$ cat src/fpep_pkg.sv
// Constants, field layout and state types for the flash program, erase and protect block.
// Assumes a byte-wide storage array outside this block, read combinationally on its address.
//
// Functional notes
// - Erased bits read one; programming can only clear bits to zero.
// - Pages are two 64-byte rows; a page of 128 bytes is the least erase.
// - One programming cycle writes bytes only within a single 64-byte row.
// - Array 8000 to FDFF; protect byte at FF80; control register at FF88.
// - High-voltage enable sets only with program or erase selected and sequence followed.
// - Whole-array select one means mass erase, zero means page erase.
// - Erase and program selects are never both one, nor set together.
// - The protect byte lives in the array; only array programming or erase changes it.
// - Protect byte gives start bits 14 to 7; bit 15 one, low seven zero.
// - Protection spans from the start address up to FFFF inclusive.
// - Each decrement of the protect byte adds one 128-byte page.
// - Protect byte FF disables protection entirely.
// - Protect byte FE protects FF00 to FFFF, 256 bytes.
// - Protect byte 00 protects everything from 8000 upward.
// - High-voltage enable refuses to set when the addressed area is protected.
// - Protection decodes addresses alike whether or not array exists there.
// - Erasing the vector page, by page or mass, also erases the protect byte.
// - An erase armed at a protected address never takes place.
// - Program select enables latching address and data of later array writes.

package fpep_pkg;

	localparam logic [15:0] FPEP_PROTECT_START_OFS = 16'hff80;
	localparam logic [15:0] FPEP_FLASH_OP_CONTROL_OFS = 16'hff88;
	localparam logic [15:0] FPEP_ARRAY_BASE = 16'h8000;
	localparam logic [15:0] FPEP_ARRAY_TOP = 16'hfdff;
	localparam logic [15:0] FPEP_SPACE_TOP = 16'hffff;

	localparam int FPEP_ROW_LSB = 6;
	localparam int FPEP_PAGE_LSB = 7;
	localparam logic [6:0] FPEP_PAGE_LAST = 7'h7f;
	localparam logic [6:0] FPEP_PAGE_FIRST = 7'h00;

	localparam int FPEP_HIGH_VOLTAGE_ENABLE_BIT = 3;
	localparam int FPEP_MASS_BIT = 2;
	localparam int FPEP_ERASE_BIT = 1;
	localparam int FPEP_PROGRAM_BIT = 0;

	localparam logic FPEP_CONTROL_BIT_RESET = 1'b0;
	localparam logic [7:0] FPEP_PROTECT_RESET = 8'h00;
	localparam logic [7:0] FPEP_PROTECT_NONE = 8'hff;
	localparam logic [7:0] FPEP_ERASED_BYTE = 8'hff;
	localparam logic [7:0] FPEP_UNMAPPED_READ = 8'h00;

	typedef enum logic [1:0]
	{
		FPEP_BUS_IDLE = 2'b00,
		FPEP_BUS_MEM = 2'b01
	} fpep_bus_t;

endpackage : fpep_pkg

$ cat src/fpep_flash_ctrl.sv
// Flash sequencer: control register, protect decode, program and erase engine.
// Assumes a classic Wishbone master on i_sys_clk and a byte array with combinational read.

`timescale 1ns/1ns
`default_nettype none

module fpep_flash_ctrl
	import fpep_pkg::*;
(
	// Clock and reset.
	input wire logic i_sys_clk,
	input wire logic i_reset_n,
	// Wishbone slave.
	input wire logic i_wb_cyc,
	input wire logic i_wb_stb,
	input wire logic i_wb_we,
	input wire logic [15:0] i_wb_adr,
	input wire logic [7:0] i_wb_dat,
	input wire logic i_wb_sel,
	output logic [7:0] o_wb_dat,
	output logic o_wb_ack,
	// Storage array port.
	output logic [15:0] o_mem_addr,
	output logic o_mem_we,
	output logic [7:0] o_mem_wdata,
	input wire logic [7:0] i_mem_rdata,
	// Charge pump and status.
	output logic o_hv_enable,
	output logic o_erase_busy
);

	function automatic logic in_protect(input logic [15:0] addr, input logic [7:0] start);
		logic hit;
		hit = 1'b0;
		if (start != FPEP_PROTECT_NONE)
		begin
			hit = addr[15] && (addr[14:0] >= {start, FPEP_PAGE_FIRST});
		end
		return hit;
	endfunction : in_protect

	fpep_bus_t bus_state_reg;
	logic wb_ack_reg;
	logic [7:0] wb_dat_reg;
	logic [15:0] mem_addr_reg;
	logic mem_we_reg;
	logic [7:0] mem_wdata_reg;
	logic hv_reg;
	logic mass_reg;
	logic erase_reg;
	logic program_reg;
	logic [7:0] protect_reg;
	logic protect_seen_reg;
	logic armed_reg;
	logic arm_prot_reg;
	logic [15:0] arm_addr_reg;
	logic erasing_reg;
	logic erase_done_reg;
	logic [15:0] erase_ptr_reg;
	logic [15:0] erase_end_reg;

	wire req = i_wb_cyc && i_wb_stb && !wb_ack_reg;
	wire ctrl_hit = (i_wb_adr == FPEP_FLASH_OP_CONTROL_OFS);
	wire protect_hit = (i_wb_adr == FPEP_PROTECT_START_OFS);
	wire array_hit = i_wb_adr[15] && !ctrl_hit;
	wire bus_idle = (bus_state_reg == FPEP_BUS_IDLE);
	wire take_reg = bus_idle && req && !array_hit;
	wire take_mem = bus_idle && req && array_hit && !erasing_reg;
	wire in_mem = (bus_state_reg == FPEP_BUS_MEM);
	wire ctrl_write = take_reg && ctrl_hit && i_wb_we && i_wb_sel;
	wire mem_write = in_mem && i_wb_we && i_wb_sel;
	wire mem_read = in_mem && !i_wb_we;
	wire addr_protected = in_protect(i_wb_adr, protect_reg);

	// Interlock: a write asking for both selects leaves both as they were.
	wire want_erase = i_wb_dat[FPEP_ERASE_BIT];
	wire want_program = i_wb_dat[FPEP_PROGRAM_BIT];
	wire both_wanted = want_erase && want_program;
	wire erase_next = ctrl_write ? (both_wanted ? erase_reg : want_erase) : erase_reg;
	wire program_next = ctrl_write ? (both_wanted ? program_reg : want_program) : program_reg;
	wire mass_next = ctrl_write ? i_wb_dat[FPEP_MASS_BIT] : mass_reg;
	wire selected = erase_reg || program_reg;
	wire selected_next = erase_next || program_next;

	// High voltage is refused when erase and mass are selected before the enabling write and any part of the array is protected.
	wire mass_blocked = erase_reg && mass_reg && (protect_reg != FPEP_PROTECT_NONE);
	wire hv_allowed = selected && protect_seen_reg && armed_reg && !arm_prot_reg && !mass_blocked;
	wire hv_next = ctrl_write ? (i_wb_dat[FPEP_HIGH_VOLTAGE_ENABLE_BIT] && (hv_reg || hv_allowed)) : hv_reg;

	wire arm_now = mem_write && !hv_reg && selected && protect_seen_reg && !armed_reg;
	wire same_row = (i_wb_adr[15:FPEP_ROW_LSB] == arm_addr_reg[15:FPEP_ROW_LSB]);
	wire program_byte = mem_write && hv_reg && program_reg && armed_reg && !arm_prot_reg &&
		same_row && !addr_protected;

	wire [15:0] erase_first = mass_reg ? FPEP_ARRAY_BASE :
		{arm_addr_reg[15:FPEP_PAGE_LSB], FPEP_PAGE_FIRST};
	wire [15:0] erase_last = mass_reg ? FPEP_SPACE_TOP :
		{arm_addr_reg[15:FPEP_PAGE_LSB], FPEP_PAGE_LAST};
	wire erase_start = hv_reg && erase_reg && armed_reg && !arm_prot_reg && !erase_done_reg &&
		!erasing_reg && bus_idle && !take_mem;
	wire erase_final = erasing_reg && (erase_ptr_reg == erase_end_reg);

	wire [7:0] ctrl_read = {4'h0, hv_reg, mass_reg, erase_reg, program_reg};
	wire [7:0] reg_read = ctrl_hit ? ctrl_read : FPEP_UNMAPPED_READ;

	// Bus phase. Array accesses take one extra cycle for the array read.
	always_ff @(posedge i_sys_clk or negedge i_reset_n)
	begin
		if (!i_reset_n)
		begin
			bus_state_reg <= FPEP_BUS_IDLE;
		end
		else if (take_mem)
		begin
			bus_state_reg <= FPEP_BUS_MEM;
		end
		else
		begin
			bus_state_reg <= FPEP_BUS_IDLE;
		end
	end

	always_ff @(posedge i_sys_clk or negedge i_reset_n)
	begin
		if (!i_reset_n)
		begin
			wb_ack_reg <= 1'b0;
			wb_dat_reg <= 8'h00;
		end
		else
		begin
			wb_ack_reg <= take_reg || in_mem;
			if (take_reg)
			begin
				wb_dat_reg <= reg_read;
			end
			else if (mem_read)
			begin
				wb_dat_reg <= i_mem_rdata;
			end
		end
	end

	always_ff @(posedge i_sys_clk or negedge i_reset_n)
	begin
		if (!i_reset_n)
		begin
			hv_reg <= FPEP_CONTROL_BIT_RESET;
			mass_reg <= FPEP_CONTROL_BIT_RESET;
			erase_reg <= FPEP_CONTROL_BIT_RESET;
			program_reg <= FPEP_CONTROL_BIT_RESET;
		end
		else
		begin
			hv_reg <= hv_next;
			mass_reg <= mass_next;
			erase_reg <= erase_next;
			program_reg <= program_next;
		end
	end

	// The protect byte is only ever copied from the array, never written here.
	always_ff @(posedge i_sys_clk or negedge i_reset_n)
	begin
		if (!i_reset_n)
		begin
			protect_reg <= FPEP_PROTECT_RESET;
		end
		else if (mem_read && protect_hit)
		begin
			protect_reg <= i_mem_rdata;
		end
	end

	always_ff @(posedge i_sys_clk or negedge i_reset_n)
	begin
		if (!i_reset_n)
		begin
			protect_seen_reg <= 1'b0;
		end
		else if (!selected_next)
		begin
			protect_seen_reg <= 1'b0;
		end
		else if (mem_read && protect_hit && selected)
		begin
			protect_seen_reg <= 1'b1;
		end
	end

	always_ff @(posedge i_sys_clk or negedge i_reset_n)
	begin
		if (!i_reset_n)
		begin
			armed_reg <= 1'b0;
			arm_prot_reg <= 1'b0;
			arm_addr_reg <= 16'h0000;
		end
		else if (!selected_next)
		begin
			armed_reg <= 1'b0;
			arm_prot_reg <= 1'b0;
		end
		else if (arm_now)
		begin
			armed_reg <= 1'b1;
			arm_prot_reg <= addr_protected;
			arm_addr_reg <= i_wb_adr;
		end
	end

	// Erase walks the page or the whole space writing erased bytes, one per cycle.
	always_ff @(posedge i_sys_clk or negedge i_reset_n)
	begin
		if (!i_reset_n)
		begin
			erasing_reg <= 1'b0;
			erase_ptr_reg <= 16'h0000;
			erase_end_reg <= 16'h0000;
		end
		else if (erasing_reg && (!hv_reg || erase_final))
		begin
			erasing_reg <= 1'b0;
		end
		else if (erase_start)
		begin
			erasing_reg <= 1'b1;
			erase_ptr_reg <= erase_first;
			erase_end_reg <= erase_last;
		end
		else if (erasing_reg)
		begin
			erase_ptr_reg <= erase_ptr_reg + 16'h0001;
		end
	end

	always_ff @(posedge i_sys_clk or negedge i_reset_n)
	begin
		if (!i_reset_n)
		begin
			erase_done_reg <= 1'b0;
		end
		else if (!hv_reg || !erase_reg)
		begin
			erase_done_reg <= 1'b0;
		end
		else if (erase_final)
		begin
			erase_done_reg <= 1'b1;
		end
	end

	// Array port. Programming ANDs new data into the old byte so only zeros are written.
	always_ff @(posedge i_sys_clk or negedge i_reset_n)
	begin
		if (!i_reset_n)
		begin
			mem_addr_reg <= FPEP_ARRAY_BASE;
			mem_we_reg <= 1'b0;
			mem_wdata_reg <= FPEP_ERASED_BYTE;
		end
		else if (erasing_reg)
		begin
			mem_addr_reg <= erase_ptr_reg;
			mem_we_reg <= 1'b1;
			mem_wdata_reg <= FPEP_ERASED_BYTE;
		end
		else if (take_mem)
		begin
			mem_addr_reg <= i_wb_adr;
			mem_we_reg <= 1'b0;
		end
		else if (program_byte)
		begin
			mem_we_reg <= 1'b1;
			mem_wdata_reg <= i_mem_rdata & i_wb_dat;
		end
		else
		begin
			mem_we_reg <= 1'b0;
		end
	end

	assign o_wb_ack = wb_ack_reg;
	assign o_wb_dat = wb_dat_reg;
	assign o_mem_addr = mem_addr_reg;
	assign o_mem_we = mem_we_reg;
	assign o_mem_wdata = mem_wdata_reg;
	assign o_hv_enable = hv_reg;
	assign o_erase_busy = erasing_reg;

endmodule : fpep_flash_ctrl

`default_nettype wire

$ cat config.mk
export PLATFORM = sky130hd
export DESIGN_NAME = fpep_flash_ctrl
export DESIGN_NICKNAME = d
export VERILOG_FILES = /design/src/fpep_pkg.sv /design/src/fpep_flash_ctrl.sv
export SDC_FILE = /design/constraint.sdc
export NUM_CORES = 1
export LEC_CHECK = 0
export BUFFER_PORTS_ARGS = -buffer_cell sky130_fd_sc_hd__clkbuf_2
export CAP_MARGIN = 5
export CORE_MARGIN = 10
export CORE_UTILIZATION = 55
export CTS_BUF_LIST = sky130_fd_sc_hd__clkbuf_8
export DETAILED_ROUTE_END_ITERATION = 7
export PLACE_DENSITY = 0.78
export SLEW_MARGIN = 20
export SYNTH_ARGS = -nofsm -noshare
export SYNTH_HDL_FRONTEND = slang
export SYNTH_SLANG_ARGS = --single-unit
$ cat constraint.sdc
create_clock -name i_sys_clk -period 2.2 [get_ports i_sys_clk]
set_input_delay 0.33 -clock i_sys_clk [delete_from_list [all_inputs] [get_ports i_sys_clk]]
set_output_delay 0.33 -clock i_sys_clk [all_outputs]
set_load 0.005 [all_outputs]
[After elaboration in Yosys (flattened, before gate mapping)]
Index checks and enable logic that the tools add are counted.
Word-level totals
  register bits after elaboration: 101
  bits of input ports: 38
  output and inout port bits: 36
  logic and storage cells: 136
Cells by class
  add/sub/neg operators: 1
  $lt $le $gt $ge: 1
  equality and inequality tests: 9
  muxes and demuxes: 31
  bitwise operators: 2
  reduce and logical (&&, ||, !) cells: 73
Operators with widths (count)
  2-to-1 mux 16 bit: 6
  logical AND 1 bit: 43
  2-to-1 mux 8 bit: 5
  == test 16 bit (second input constant): 2
  2-to-1 mux 1 bit: 19
  adder 16 x 1 -> 16 bit (second input constant): 1
  == test 16 bit: 1
  greater-or-equal comparator 15 bit: 1
  logical NOT 1 bit: 13
  nonzero test 2 bit: 6
  == test 10 bit: 1
  bitwise AND 8 bit: 1
  inequality test 8 bit (second input constant): 1
  AND reduction 2 bit: 4
  logical OR 1 bit: 6
  2-to-1 mux 4 bit: 1
  inequality test 2 x 1 -> 1 bit (second input constant): 2
  == test 2 x 1 -> 1 bit (second input constant): 1
  logical NOT 2 bit: 1
  inequality test 2 bit (second input constant): 1
  NOT 1 bit: 1

[Longest topological paths before layout]
  depth after elaboration: 12
  depth in mapped cells: 8
  gate-level depth less buffers: 8

[Worst setup path before layout]
OpenSTA, ideal clock, no wires.
  kind: input to register
  start point: in i_wb_adr[4]
  end point: reg erase_ptr_reg[3]
  setup time: 0.129 ns
  arrival time: 1.773 ns
  required time: 2.071 ns
  path slack: 0.298 ns
  stages on the path: 8
  path buffers: 2
  path through: or3_4 -> nor4_4 -> a211o_1 -> buf_6 -> nand2_4 -> buf_2 -> o211ai_1 -> o31ai_1
On the way
  longest elaborated chain between the ends: 9
  elaborated cells between the ends (all ways): 10
RTL lines
  from (decl): RTL line fpep_flash_ctrl.sv:17  | input wire logic [15:0] i_wb_adr,
  == test 16 bit *: RTL line fpep_flash_ctrl.sv:63  | wire ctrl_hit = (i_wb_adr == FPEP_FLASH_OP_CONTROL_OFS);
  logical NOT 1 bit *: RTL line fpep_flash_ctrl.sv:65  | wire array_hit = i_wb_adr[15] && !ctrl_hit;
  logical AND 1 bit *: RTL line fpep_flash_ctrl.sv:65
  logical AND 1 bit * (2 in a row): RTL line fpep_flash_ctrl.sv:68  | wire take_mem = bus_idle && req && array_hit && !erasing_reg;
  logical NOT 1 bit *: RTL line fpep_flash_ctrl.sv:100  | !erasing_reg && bus_idle && !take_mem;
  logical AND 1 bit *: RTL line fpep_flash_ctrl.sv:100
  nonzero test 2 bit (no source line)
  AND reduction 2 bit (no source line)
  to (signal assigned): RTL line fpep_flash_ctrl.sv:228  | erase_ptr_reg <= erase_first;
  to (signal assigned): RTL line fpep_flash_ctrl.sv:233  | erase_ptr_reg <= erase_ptr_reg + 16'h0001;
  to (decl): RTL line fpep_flash_ctrl.sv:59  | logic [15:0] erase_ptr_reg;
Every way passes the cells marked *; elsewhere a longest branch is shown, timed or not.
A chain may end at the register's enable or synchronous reset.

[Worst setup path after layout]
  start point: reg protect_reg[5]
  end point: reg mem_wdata_reg[2] (netlist: o_mem_wdata[2])
On the way
  longest elaborated chain between the ends: 7
  elaborated cells between the ends (all ways): 8
RTL lines
  from (decl): RTL line fpep_flash_ctrl.sv:52  | logic [7:0] protect_reg;
  from (signal assigned): RTL line fpep_flash_ctrl.sv:171  | protect_reg <= i_mem_rdata;
  greater-or-equal comparator 15 bit: RTL line fpep_flash_ctrl.sv:37  | hit = addr[15] && (addr[14:0] >= {start, FPEP_PAGE_FIRST});
  logical AND 1 bit: RTL line fpep_flash_ctrl.sv:37
  2-to-1 mux 1 bit *: RTL line fpep_flash_ctrl.sv:35  | if (start != FPEP_PROTECT_NONE)
  logical NOT 1 bit *: RTL line fpep_flash_ctrl.sv:93  | same_row && !addr_protected;
  logical AND 1 bit *: RTL line fpep_flash_ctrl.sv:93
  nonzero test 2 bit (no source line) *
  AND reduction 2 bit (no source line) *
  to (signal assigned): RTL line fpep_flash_ctrl.sv:276  | mem_wdata_reg <= i_mem_rdata & i_wb_dat;
  to (decl): RTL line fpep_flash_ctrl.sv:47  | logic [7:0] mem_wdata_reg;
Marks and branches as above.

==> metrics.cfg <==
[run_status]
outcome = finished, final reports clean

[critical_path]
critPathTopFamily = compound AO/OA/AOI/OAI gates
start_kind = flip-flop
critPathMostFrequentCell = o21a_1
critical_path_arrival_ps = 2420
path_buf_inv = 1
critical_path.max_fanout = 10
max_stage_delay_ps = 410
crit_required_ps = 2490
crit_slowest_cell = dfrtp_1
worstSetupPathType = flip-flop to flip-flop
cp_cell_sequence = inv_2 -> ha_1 -> o21a_1 -> o21a_1 -> o211ai_1 -> a41oi_4 -> o21a_1 -> a311o_1
end_kind = flip-flop
reg2reg_slack_ps = 70

[floorplanning]
dieArea_sq_um = 12200
die_x_um = 110
io_pins = 74
rows = 32
initial_core_util_pct = 57.2
die_y_um = 110
core_area_sq_um = 7850

[timing]
fin_worst_skew_ps = 15.4
period_share_pct = 97.0
holdWs_ps = 210
worstMarginPinSlew_ps = 537
period_needed_ps = 2130
drv_slew = 0
relSlewSlack_pct = 63.9
hold_violations = 0
setup_viol_count_final = 0
fin_setup_tns_ps = 0
fmax_ghz = 0.469

[pwr]
seq_power_share_pct = 53.5
powerDensity_nw_per_um2 = 614
power.switching_mw = 0.871
swShare_pct = 26.4
internal-power_mw = 2.43
pwr-share-clk_pct = 34.1
combPwrFrac_pct = 12.4
ir_drop_mv = 0.425
leakage_nw = 2.47

[global_route]
antenna_found_initial = 0
overflow = 0
groute.usage.overall_pct = 20.5
grt_pass1_wl_um = 19600
grt_max_degree = 35
grt_pass1_vias = 3825

[clock_network]
cts_tree = built
numCtsBuffers = 9
worstSkewPairLatency_ps = 360
cts-root-buf = clkbuf_8
clk_path_buf_depth = 2
cts_sinks = 88
htree_levels = 3
clkTransAtPathRegs_ps = 90

[placement]
port-buffer-count = 73
dpl.hpwl_um = 9340
globalplace.congestion = 0.882

[layout]
drive_gt1_share_pct = 29.7
area_growth_pct = 19.7
fillers = 620
fin_nets = 578
antenna_cells = 0

[detailed_routing]
ant_nets = 0
vias = 3707
drt_iter0_drc = 259
drc = 0
totalWireLength_um = 12200
avgViaCountPerCell = 5.81
wl_per_cell_um = 19.2
drt_pass1_iterations = 4

[yosys]
yosysSeqAreaShare_pct = 49.3
syn_area_per_cell_sq_um = 10.3
async_reset_ff_share_pct = 100
ys_types = 54
synth_edf_count = 0
synth_fp_nets = 483
synth-warning-count = 0
synth-main-ff-cell = dfrtp_1
syn_area_sq_um = 4490
ys_ff_latch = 88
syn_inst = 436

[flow_run]
maxCapViolCount = 0

[min_path]
worstHoldPathType = input port to flip-flop

[cells by family after synthesis]
| group | synth area share, % |
|---|---|
| AO/OA/AOI/OAI | 14.2 |
| XOR/XNOR | 5.85 |
| adder cells (fa/ha/maj) | 2.51 |
| buffers and inverters | 3.43 |
| flip-flops | 49.3 |
| multiplexers | 7.83 |
| AND/OR/NAND/NOR | 17.0 |
[synth_stat cells (2+ instances only)]
master	n	share of area, %
nor4_1	9	1.3
mux2i_1	16	3.6
ha_1	9	2.5
dfrtp_1	79	44
nor2b_1	4	0.56
buf_4	2	0.33
nand3_1	19	2.1
nor3b_1	2	0.33
dfstp_2	9	5.3
a21o_1	2	0.33
o21ai_0	25	2.8
nand2_1	54	4.5
o211ai_1	3	0.50
xor2_1	9	1.8
clkbuf_1	8	0.67
mux2_2	17	4.3
nor3_1	8	0.89
inv_1	15	1.3
nor2_1	25	2.1
nand4_1	8	1.1
buf_6	2	0.50
or4_1	2	0.33
a21oi_1	14	1.6
o21a_1	11	1.8
nand2b_1	5	0.70
xnor2_1	21	4.1
a2bb2oi_1	4	0.78
o21ai_1	14	1.6
a311o_1	8	1.8
buf_2	6	0.67
and2_1	3	0.42
[worst reg2reg max path, cell delays in order, from the launching register on]
cell	delay (ps)
dfrtp_1	410
inv_2	100
ha_1	230
o21a_1	170
o21a_1	180
o211ai_1	280
a41oi_4	130
o21a_1	260
a311o_1	310
[final cells by class]
type	count	area (sq um)	share of cell area, %
Inverter	15	56.3	1.05
Tap cell	102	128	2.37
Timing Repair Buffer	102	617	11.5
Multi-Input combinational cell	315	2170	40.3
Clock inverter	7	71.3	1.33
Sequential cell	88	2210	41.2
Clock buffer	9	124	2.30
[placed cells by master, fill, tap and decap left out, types with 4 or more instances in the layout]
| master | instances |
|---|---|
| a2bb2oi_1 | 4 |
| inv_1 | 14 |
| nand2_1 | 54 |
| nand3_1 | 19 |
| mux2_2 | 17 |
| nor2_1 | 25 |
| nor3_1 | 8 |
| clkbuf_8 | 9 |
| xor2_1 | 9 |
| o21a_1 | 11 |
| buf_4 | 26 |
| nand2b_1 | 4 |
| dfstp_2 | 9 |
| dfrtp_1 | 78 |
| a311o_1 | 8 |
| o21ai_1 | 15 |
| o21ai_0 | 24 |
| mux2i_1 | 16 |
| ha_1 | 7 |
| xnor2_1 | 21 |
| nand4_1 | 8 |
| clkbuf_2 | 72 |
| a21oi_1 | 14 |
| nor4_1 | 8 |
[per-stage QoR]
step / total power, mW / area, sq um / cells / setup WS, ps / util, %
global placement: 2.19 / 5120 / 620 / 86.3 / 65.2
finish: 3.30 / 5380 / 638 / 66.1 / 68.5
CTS: 3.32 / 5320 / 637 / 67.1 / 67.8
floorplan: 1.95 / 4490 / 436 / 298 / -
global route: 3.44 / 5380 / 638 / -27.9 / 68.5
detailed placement: 2.21 / 5120 / 620 / 23.1 / 65.2
[timing repair]
| action | 4_1_cts | 5_1_grt |
|---|---|---|
| hold buffers | 1 | 0 |
| setup endpoints to repair | 0 | 22 |
| resized for setup | 0 | 10 |
| buffers inserted | 0 | 1 |
| endpoints found under the hold margin | 29 | 0 |
[power groups by stage]
stage          clock network, mW  registers (mW)  logic (mW)
2_1_floorplan                  0            1.80       0.147
3_3_place_gp                   0            1.79       0.398
3_5_place_dp                   0            1.80       0.408
4_1_cts                     1.14            1.76       0.412
5_1_grt                     1.20            1.78       0.456
6_report                    1.13            1.76       0.409
[per-layer routing]
layer  up-vias  track usage (%)  wire length [um]
li1       1743                -                 -
met1      1826             28.6              5300
met2       120             31.5              5850
met3        18             3.77               888
met4         0             6.79               195
met5         -                0                 0
[path summary, 6_finish.rpt]
kind                                      to  cells past startpoint         startpoint
max                           o_mem_wdata[2]                      8     protect_reg[5]
min                              o_wb_dat[5]                      3     i_mem_rdata[5]
max reg2reg                   o_mem_wdata[2]                      8     protect_reg[5]
min reg2reg                erase_end_reg[11]                      2  erase_end_reg[11]
max in group asynchronous  erase_end_reg[10]                      3          i_reset_n
min in group asynchronous     o_mem_addr[10]                      2          i_reset_n
Power figures use the tool's default switching activity.
